## src/verilog/pgd_consts.vh

```
`ifndef PGD_CONSTS_VH
`define PGD_CONSTS_VH
// register addresses
`define PGD_ADDR_CTRL 8'h71
`define PGD_ADDR_STAT 8'h72
`define PGD_ADDR_FLAGS 8'h73
// control register fields
`define PGD_SEL_LO 0
`define PGD_SEL_HI 1
`define PGD_GEN_INV_BIT 2
`define PGD_DET_INV_BIT 3
// status / irq enable register fields
`define PGD_LOCK_IRQ_EN_BIT 0
`define PGD_LOCKED_BIT 1
`define PGD_ERR_INSERT_BIT 2
`define PGD_BERR_IRQ_EN_BIT 3
// flag register fields
`define PGD_LOCK_FLAG_BIT 0
`define PGD_BERR_FLAG_BIT 3
// pattern select codes
`define PGD_SEL_15 2'h0
`define PGD_SEL_20 2'h1
`define PGD_SEL_11 2'h2
// lock criteria
`define PGD_WINDOW_BITS 6'h30
`define PGD_LOSS_ERRORS 6'h0a
`endif

```

## src/verilog/pgd_lfsr.v

```verilog
`timescale 1ns/10ps
`include "pgd_consts.vh"
// one step of the selectable pattern register (x^15+x^14, x^20+x^3, x^11+x^9)
module pgd_lfsr (
    input wire [1:0] sel,
    input wire [19:0] state,
    output reg fb
);
    // feedback tap pair per sequence length
    always @* begin
        if (sel == `PGD_SEL_20) begin
            fb = state[19] ^ state[2];
        end else if (sel == `PGD_SEL_11) begin
            fb = state[10] ^ state[8];
        end else begin
            // reserved code falls back to the 15-bit sequence
            fb = state[14] ^ state[13];
        end
    end
endmodule

```

## src/verilog/pgd_window.v

```verilog
`timescale 1ns/10ps
`include "pgd_consts.vh"
// lock supervisor: fixed window error count and error-free run count
module pgd_window (
    input wire clk,
    input wire rst_n,
    input wire step,
    input wire err,
    output reg locked
);
    reg [5:0] win_pos; // position in the fixed window
    reg [5:0] win_errs; // errors seen in current window
    reg [5:0] clean_run; // consecutive error-free bits
    wire [5:0] errs_now = win_errs + {5'h00, err};
    // window and run counters and the lock state
    always @(posedge clk) begin
        if (!rst_n) begin
            win_pos <= 6'h00;
            win_errs <= 6'h00;
            clean_run <= 6'h00;
            locked <= 1'b0;
        end else if (step) begin
            // run of clean bits, saturating at the window size
            if (err) begin
                clean_run <= 6'h00;
            end else if (clean_run != `PGD_WINDOW_BITS) begin
                clean_run <= clean_run + 6'h01;
            end
            if (!locked) begin
                // acquiring: one full window of clean bits
                if (!err && clean_run == `PGD_WINDOW_BITS - 6'h01) begin
                    locked <= 1'b1;
                    win_pos <= 6'h00;
                    win_errs <= 6'h00;
                end
            end else if (errs_now >= `PGD_LOSS_ERRORS) begin
                // too many errors inside the current window
                locked <= 1'b0;
                win_pos <= 6'h00;
                win_errs <= 6'h00;
            end else if (win_pos == `PGD_WINDOW_BITS - 6'h01) begin
                // window closed, start a fresh one
                win_pos <= 6'h00;
                win_errs <= 6'h00;
            end else begin
                win_pos <= win_pos + 6'h01;
                win_errs <= errs_now;
            end
        end
    end
endmodule

```

## src/verilog/pgd_prbs_gen_detect.v

```verilog
// Strobed register access is this design's own decision.
`timescale 1ns/10ps
`include "pgd_consts.vh"
// How it works
// select picks 15, 20 or 11-bit sequence
// generator invert complements transmitted pattern
// detector invert complements received data
// insert flips one bit, then self-clears
// ten errors in 48-bit window unlocks
// 48 clean bits in a row locks
// lock change flag on every toggle
// bit error flag on mismatch while locked
// flags cleared only by writing one
// bit error flag and enable drive irq
// lock change flag and enable drive irq
// one bit per enable; reseed when unlocked
module pgd_prbs_gen_detect (
    input wire clk,
    input wire rst_n,
    input wire [7:0] addr,
    input wire [7:0] wdata,
    input wire wr,
    input wire rd,
    output reg [7:0] rdata,
    input wire tx_bit_en,
    output reg tx_data,
    input wire rx_bit_en,
    input wire rx_data,
    output wire int_n
);
    // control bits
    reg [1:0] pattern_select;
    reg generator_invert;
    reg detector_invert;
    reg bit_error_irq_enable;
    reg lock_change_irq_enable;
    reg single_error_insert;
    // sticky flags
    reg bit_error_flag;
    reg lock_change_flag;
    // pattern registers
    reg [19:0] gen_state;
    reg [19:0] det_state;
    reg locked_q; // lock state one cycle ago
    // synchronised stream inputs
    reg tx_en_s1, tx_en_s2, rx_en_s1, rx_en_s2, rx_d_s1, rx_d_s2;
    wire gen_fb;
    wire det_fb;
    wire pattern_locked;
    wire det_bit; // received bit after optional inversion
    wire mismatch;
    wire wr_ctrl = wr && addr == `PGD_ADDR_CTRL;
    wire wr_stat = wr && addr == `PGD_ADDR_STAT;
    wire wr_flags = wr && addr == `PGD_ADDR_FLAGS;
    wire lock_toggle = pattern_locked != locked_q;
    wire berr_event = rx_en_s2 && mismatch && pattern_locked;

    // pattern register bits that take part in the selected length
    function [19:0] pgd_len_mask;
        input [1:0] sel;
        begin
            if (sel == `PGD_SEL_20) begin
                pgd_len_mask = 20'hfffff; // full 20-bit register
            end else if (sel == `PGD_SEL_11) begin
                pgd_len_mask = 20'h007ff; // low 11 bits only
            end else begin
                pgd_len_mask = 20'h07fff; // low 15 bits, reserved code too
            end
        end
    endfunction

    // nonzero seed so the active part never sticks at all zeros;
    // a switch to a shorter length can leave only zeros in the taps
    function [19:0] pgd_seed_fix;
        input [1:0] sel;
        input [19:0] s;
        begin
            if ((s & pgd_len_mask(sel)) == 20'h00000) begin
                // force a one into the newest bit
                pgd_seed_fix = s | 20'h00001;
            end else begin
                // pattern still alive, keep it
                pgd_seed_fix = s;
            end
        end
    endfunction

    // generator feedback
    pgd_lfsr u_gen_lfsr (
        .sel(pattern_select),
        .state(gen_state),
        .fb(gen_fb)
    );
    // expected-bit feedback for the checker
    pgd_lfsr u_det_lfsr (
        .sel(pattern_select),
        .state(det_state),
        .fb(det_fb)
    );
    // lock supervision over the checked bit stream
    pgd_window u_window (
        .clk(clk),
        .rst_n(rst_n),
        .step(rx_en_s2),
        .err(mismatch),
        .locked(pattern_locked)
    );

    assign det_bit = rx_d_s2 ^ detector_invert;
    assign mismatch = det_bit != det_fb;
    assign int_n = !((bit_error_flag && bit_error_irq_enable) ||
        (lock_change_flag && lock_change_irq_enable));

    // two-stage synchronisers for the bit stream pins
    always @(posedge clk) begin
        if (!rst_n) begin
            tx_en_s1 <= 1'b0;
            tx_en_s2 <= 1'b0;
            rx_en_s1 <= 1'b0;
            rx_en_s2 <= 1'b0;
            rx_d_s1 <= 1'b0;
            rx_d_s2 <= 1'b0;
        end else begin
            tx_en_s1 <= tx_bit_en;
            tx_en_s2 <= tx_en_s1;
            rx_en_s1 <= rx_bit_en;
            rx_en_s2 <= rx_en_s1;
            rx_d_s1 <= rx_data;
            rx_d_s2 <= rx_d_s1;
        end
    end

    // control registers and the self-clearing error insert
    always @(posedge clk) begin
        if (!rst_n) begin
            pattern_select <= `PGD_SEL_15;
            generator_invert <= 1'b0;
            detector_invert <= 1'b0;
            bit_error_irq_enable <= 1'b0;
            lock_change_irq_enable <= 1'b0;
            single_error_insert <= 1'b0;
        end else begin
            if (wr_ctrl) begin
                pattern_select <= wdata[`PGD_SEL_HI:`PGD_SEL_LO];
                generator_invert <= wdata[`PGD_GEN_INV_BIT];
                detector_invert <= wdata[`PGD_DET_INV_BIT];
            end
            if (wr_stat) begin
                bit_error_irq_enable <= wdata[`PGD_BERR_IRQ_EN_BIT];
                lock_change_irq_enable <= wdata[`PGD_LOCK_IRQ_EN_BIT];
            end
            // a pending insert is consumed by the next transmitted bit
            if (wr_stat && wdata[`PGD_ERR_INSERT_BIT]) begin
                single_error_insert <= 1'b1;
            end else if (tx_en_s2) begin
                single_error_insert <= 1'b0;
            end
        end
    end

    // generator: one bit per transmit enable
    always @(posedge clk) begin
        if (!rst_n) begin
            gen_state <= 20'h00001;
            tx_data <= 1'b0;
        end else if (tx_en_s2) begin
            gen_state <= pgd_seed_fix(pattern_select, {gen_state[18:0], gen_fb});
            // optional inversion and one-shot error
            tx_data <= gen_fb ^ generator_invert ^ single_error_insert; // see R2
        end
    end

    // checker: self-run when locked, reseed from received bits otherwise
    always @(posedge clk) begin
        if (!rst_n) begin
            det_state <= 20'h00001;
        end else if (rx_en_s2) begin
            if (pattern_locked) begin
                det_state <= pgd_seed_fix(pattern_select, {det_state[18:0], det_fb});
            end else begin
                det_state <= {det_state[18:0], det_bit};
            end
        end
    end

    // sticky flags; a new event wins over a clear in the same cycle
    always @(posedge clk) begin
        if (!rst_n) begin
            locked_q <= 1'b0;
            bit_error_flag <= 1'b0;
            lock_change_flag <= 1'b0;
        end else begin
            locked_q <= pattern_locked;
            if (berr_event) begin
                bit_error_flag <= 1'b1;
            end else if (wr_flags && wdata[`PGD_BERR_FLAG_BIT]) begin
                bit_error_flag <= 1'b0;
            end
            if (lock_toggle) begin
                lock_change_flag <= 1'b1;
            end else if (wr_flags && wdata[`PGD_LOCK_FLAG_BIT]) begin
                lock_change_flag <= 1'b0;
            end
        end
    end

    // read data, one cycle after the read strobe
    always @(posedge clk) begin
        if (!rst_n) begin
            rdata <= 8'h00;
        end else if (rd) begin
            if (addr == `PGD_ADDR_CTRL) begin
                rdata <= {4'h0, detector_invert, generator_invert, pattern_select};
            end else if (addr == `PGD_ADDR_STAT) begin
                rdata <= {4'h0, bit_error_irq_enable, single_error_insert,
                    pattern_locked, lock_change_irq_enable};
            end else if (addr == `PGD_ADDR_FLAGS) begin
                rdata <= {4'h0, bit_error_flag, 2'h0, lock_change_flag};
            end else begin
                rdata <= 8'h00; // unmapped address
            end
        end else begin
            rdata <= 8'h00;
        end
    end
endmodule

```

## config.mk

```make
export PLATFORM = sky130hd
export DESIGN_NAME = pgd_prbs_gen_detect
export DESIGN_NICKNAME = d
export VERILOG_FILES = /design/src/verilog/pgd_lfsr.v /design/src/verilog/pgd_window.v /design/src/verilog/pgd_prbs_gen_detect.v
export VERILOG_INCLUDE_DIRS = /design/src /design/src/verilog
export SDC_FILE = /design/constraint.sdc
export NUM_CORES = 1
export LEC_CHECK = 0
export BUFFER_PORTS_ARGS = -buffer_cell sky130_fd_sc_hd__buf_2
export CAP_MARGIN = 20
export CORE_ASPECT_RATIO = 1.75
export CORE_MARGIN = 8
export CORE_UTILIZATION = 52
export CTS_CLUSTER_SIZE = 16
export DETAILED_ROUTE_END_ITERATION = 16
export HOLD_SLACK_MARGIN = 0.05
export PLACE_DENSITY = 0.77
export SLEW_MARGIN = 20
export SYNTH_ARGS = -nofsm -noshare
export SYNTH_HDL_FRONTEND = slang
export SYNTH_SLANG_ARGS = --single-unit
```

## constraint.sdc

```tcl
create_clock -name clk -period 3.4 [get_ports clk]
set_clock_uncertainty 0.2 [all_clocks]
set_input_delay 0.68 -clock clk [delete_from_list [all_inputs] [get_ports clk]]
set_output_delay 0.68 -clock clk [all_outputs]
set_load 0.1 [all_outputs]
```

# Word-level counts from Yosys, hierarchy flattened
# Cells that the tools add are included.
dict set report classes {
  eq_ne 10
  order_cmp 1
  n_bitwise 13
  reduce_logical 25
  muxes 35
  addsub 3
}
# operator count
set op_table {}
lappend op_table {{$mux 20} 6}
lappend op_table {{$mux 6} 9}
lappend op_table {{$and 20x20->20} 2}
lappend op_table {{$logic_not 20->1} 2}
lappend op_table {{$eq 8x7->1 const B} 3}
lappend op_table {{$mux 1} 16}
lappend op_table {{$mux 15} 1}
lappend op_table {{$add 6x1->6 const B} 2}
lappend op_table {{$eq 6x6->1 const B} 2}
lappend op_table {{$mux 4} 3}
lappend op_table {{$logic_and 1x1->1} 11}
lappend op_table {{$reduce_bool 2->1} 5}
lappend op_table {{$xor 1x1->1} 9}
lappend op_table {{$add 6x1->6} 1}
lappend op_table {{$ge 6x4->1 const B} 1}
lappend op_table {{$ne 6x6->1 const B} 1}
lappend op_table {{$reduce_and 2->1} 3}
lappend op_table {{$reduce_or 4->1} 1}
lappend op_table {{$eq 2x1->1 const B} 1}
lappend op_table {{$eq 2x2->1 const B} 1}
lappend op_table {{$logic_not 1->1} 2}
lappend op_table {{$ne 1x1->1} 2}
lappend op_table {{$not 1->1} 2}
lappend op_table {{$logic_or 1x1->1} 1}
dict set report totals {
  wordCells 111
  output_inout_bits 10
  ff_bits 84
}

# Logic depth before layout (Yosys ltp)
dict set report logic_depth {
  ltp_word 10
  mapped_depth 14
}

# Modules after synthesis
# A second synthesis with hierarchy kept.
dict set report hier_totals {
  hier_cells 380
  area_unflattened_um2 3656.0
}
# module area_per_inst_um2 instances cells_each
set modules_own_cells {}
lappend modules_own_cells {pgd_prbs_gen_detect 2483.6 1 235}
lappend modules_own_cells {pgd_window 1067.3 1 131}
lappend modules_own_cells {pgd_lfsr 52.6 2 7}

# Worst setup path before layout
# No wires, ideal clock.
dict set report synth_path {
  path_kind {register to register}
  startpoint {register pattern_select[1]}
  endpoint {register u_window.win_errs[2]}
  path_slack_ns -0.152
  arrival_ns 3.295
  n_path_buf 1
  path_stages_with_launch 15
  synth_period_minus_slack_ns 3.552
  path_cell_list {dfxtp_1 > nand2b_1 > and2_1 > a21oi_1 > xnor2_1 > inv_1 > ha_1 > ha_1 > o21ai_0 > a21oi_1 > a2111oi_2 > or4b_1 > buf_2 > nor3b_1 > a211o_2}
}
dict set report synth_via {
  elab_chain_cells 8
  elab_cells_between_ends 14
  classes_between {add/sub: 1; order compare: 1; eq/ne: 3; mux: 5; reduce/logical: 4}
}
# element line
set synth_lines {}
lappend synth_lines {{start: declaration} pgd_prbs_gen_detect.v:32} ;# reg [1:0] pattern_select;
lappend synth_lines {{start signal: assignment} pgd_prbs_gen_detect.v:136} ;# pattern_select <= `PGD_SEL_15;
lappend synth_lines {{start signal: assignment} pgd_prbs_gen_detect.v:144} ;# pattern_select <= wdata[`PGD_SEL_HI:`PGD_SEL_LO];
lappend synth_lines {{$eq 2x2->1 (no line)} --}
lappend synth_lines {{$mux 1} pgd_lfsr.v:13} ;# end else if (sel == `PGD_SEL_11) begin
lappend synth_lines {{$mux 1 *} pgd_lfsr.v:11} ;# if (sel == `PGD_SEL_20) begin
lappend synth_lines {{$ne 1x1->1 *} pgd_prbs_gen_detect.v:110} ;# assign mismatch = det_bit != det_fb;
lappend synth_lines {{$add 6x1->6 or $logic_not 1->1 (tied branches)} {pgd_window.v:14, pgd_window.v:31}}
lappend synth_lines {{$ge 6x4->1 (no line) (tied with other cells)} --}
lappend synth_lines {{$mux 6 or $reduce_bool 2->1 (tied branches)} --}
lappend synth_lines {{$mux 6 or $reduce_and 2->1 (tied branches)} --}
lappend synth_lines {{end signal: assignment} pgd_window.v:47} ;# win_errs <= errs_now;
lappend synth_lines {{end: declaration} pgd_window.v:12} ;# reg [5:0] win_errs;
# Every way passes the cells marked *; elsewhere a longest branch is shown, timed or not.
# A chain may end at the register's enable or synchronous reset.

# Final worst setup path
# Same ends and word-level chain as after synthesis.

==> run summary <==
run status: complete, no violations
Final Cycle Share: 97.66%
final layout net count: 430
reg-to-reg critical path startpoint: pattern_select[1]
CP startpoint kind: register
Vias per Instance: 5.389
Worst path slowest cell: or4b_4
Worst slew margin: 49.96%
Pwr Density: 492.7 nW/um^2
WS Path Type: reg2reg
Hold Path End: tx_en_s2
Req. time, crit path: 3490 ps
CP Capture Type: register
global-route wire length before repair: 11560 microns
post-route ant nets: 0
Mapped Cells: 371
Worst Setup SP: pattern_select[1]
LEAKAGE: 0.001631 uW
EDFF count, synth: 0
reg-to-reg critical path endpoint: u_window.win_errs[2]
maxcap violations: 0
crit path max fanout: 6
chip height: 123.7 microns
async set-reset flop share out of synthesis: 0%
n_diodes: 0
max-slew violations: 0
Initial Utilization: 53.09%
HPWL Detailed: 4929 microns
Clock Latency Late Sink: 340 ps
Synth top area share: 46.48%
vias in the first global route: 2632
Min-Delay Path Depth: 1
hold_buf cts: 0
TritonRoute pass-1 iters: 4
Congestion Overflow GR: 0
DRT Wirelength: 6834 microns
minimum clock period: 3321 ps
slew at the pin closest to its max-slew limit: 743.9 ps
DR iter-0 viols: 114
crit path cell chain: nand2b_4, and2_1, a21oi_2, xnor2_2, inv_1, ha_2, ha_4, nor2b_1, o21ai_1, a2111oi_2, or4b_4, nor3b_2, a211o_2
DRC errors left: 0
Layout area overhead: 18.08%
GPL Wtd Cong: 0.7968
met3 usage: 4.913%
Crit path buffers/inverters: 1
FP Rows: 39
Final Hold Viols: 0
DR WL/cell: 13.98 microns
crit path DAT: 3410 ps
fmax: 301.2 MHz
YS warnings: 0
CTS clk-pin slew, worst paths: 60 ps
count of different cell masters after synthesis: 47
initial antenna violation count: 0
r2r worst-path depth: 13
worst stage delay on the critical path: 580 ps
flops & latches, synth: 80
TritonCTS buffer count: 9
die footprint: 9590 sq um
WHS: 229.9 ps
top_reg_cell synth: dfxtp_1
via count: 2635
met1 usage in global routing: 13.98%
Max Buffers Root-to-Sink: 2
top cells by count, synth: dfxtp_1, nor2_1, mux2i_1, nand2_1, a21oi_1
fin util: 62.70%
port bufs: 24
top-count cell post-synth: dfxtp_1
largest net degree at the start of global routing: 45
Ports: 33
CTS Sinks: 80
Synth Cell Area: 3446 sq um
min-delay worst type: reg2reg
HP Start: tx_en_s1
busiest grt layer: met2
Cells after DPL: 472
Reg2Reg Setup Slack: 80 ps
Core Region: 6490 sq um
final non-filler cell total: 489
Tot Pwr: 2005 uW
Yosys top cell by area: dfxtp_1
Crit path max-delay family: simple AND/OR/NAND/NOR gates
synthesized area per cell: 9.288 sq um
TritonCTS clock tree: yes
# H-tree levels: 3
met2 Use GR: 28.16%
Die X: 77.54 microns
GRT Overall Usage: 15.20%
root buf cell: clkbuf_16
highest ir drop seen on vdd: 363.0 uV
share of layout cells above drive strength 1: 18.67%
final setup vio count: 0
Seq/Total Area, Yosys: 46.48%
synth top area cells: dfxtp_1, mux2i_1, nor2_1, xor2_1, a21oi_1
[registers in the layout, indices dropped and copies added, names as in the netlist]
signal / flops
lock_change_irq_enable: 1
u_window.win_errs: 6
rx_en_s1: 1
rx_d_s2: 1
lock_change_flag: 1
gen_state: 20
tx_en_s1: 1
single_error_insert: 1
rx_en_s2: 1
tx_data: 1
pattern_select: 2
rdata: 4
bit_error_irq_enable: 1
u_window.clean_run: 6
detector_invert: 1
rx_d_s1: 1
tx_en_s2: 1
locked_q: 1
det_state: 20
u_window.win_pos: 6
u_window.locked: 1
bit_error_flag: 1
generator_invert: 1
[metrics by stage]
stage / area, sq um / TNS, ps / setup WS [ps]
2_1_floorplan: 3487 / 0 / 13.61
3_3_place_gp: 3709 / 0 / 2.759
3_5_place_dp: 3709 / -394.5 / -118.5
4_1_cts: 4049 / 0 / 20.09
5_1_grt: 4069 / -8.550 / -8.550
6_report: 4069 / 0 / 79.43
[metal layers]
metal | vias to the layer above | wire (microns)
met3 | 16 | 298
li1 | 1345 | -
met4 | 0 | 244
met5 | - | 0
met1 | 1238 | 2613
met2 | 36 | 3678
[worst register-to-register path, stage by stage (launching register included)]
cell,delay [ps]
dfxtp_2,350
nand2b_4,150
and2_1,180
a21oi_2,210
xnor2_2,150
inv_1,90
ha_2,210
ha_4,250
nor2b_1,100
o21ai_1,90
a2111oi_2,430
or4b_4,580
nor3b_2,170
a211o_2,110
[how the worst max path moves through the flow]
| stage | slack (ps) | endpoint | cells after the start |
|---|---|---|---|
| 2_1_floorplan | 10 | u_window.win_errs[2] | 14 |
| 3_3_place_gp | 3 | u_window.win_errs[2] | 13 |
| 3_5_place_dp | -120 | u_window.win_errs[2] | 13 |
| 4_1_cts | 20 | u_window.win_errs[2] | 13 |
| 5_1_grt | -9 | u_window.win_errs[2] | 13 |
| 6_report | 80 | u_window.win_errs[2] | 13 |
[final cells by class]
cell class	count	area (sq um)
Timing Repair Buffer	37	217.7
Multi-Input combinational cell	267	1808
Sequential cell	80	1607
Inverter	7	26.28
Clock buffer	11	252.7
Tap cell	82	102.6
Clock inverter	5	55.05
Fill cell	522	2421
[report_power, final]
group	internal, uW	switching, uW
sequential	945	6.98
combinational	27.8	58.0
clock	605	362
total	1580	427
[cell families (layout without fill, tap and decap cells)]
kind of cell    after synthesis  after routing  synth area share [%]
simple gates                147            147                 21.17
flops                        80             80                 46.48
compound gates               49             49                 9.477
mux                          47             47                 13.73
buf+inv                      27             60                 3.413
xor+xnor                     15             15                 3.813
fa+ha+maj                     5              5                 1.816
other cells                   1              4                0.1088
[cell usage in the layout (no fill, tap or decap), types with 6 or more instances in the layout]
| master | n |
|---|---|
| a21oi_1 | 14 |
| and2_1 | 12 |
| buf_2 | 24 |
| buf_4 | 13 |
| clkbuf_16 | 9 |
| dfxtp_1 | 76 |
| inv_1 | 6 |
| mux2i_1 | 45 |
| nand2_1 | 20 |
| nand3_1 | 8 |
| nor2_1 | 58 |
| nor2b_1 | 9 |
| nor4_1 | 6 |
| o21ai_0 | 8 |
| xor2_1 | 9 |
[timing repair]
item / in CTS / in global routing
endpoints found under the hold margin: 0 / 0
pin swaps: 3 / 7
setup buffers: 0 / 1
gates resized for setup: 7 / 5
setup endpoints to repair: 5 / 4
No activity file was read; power rests on OpenSTA's default activity.
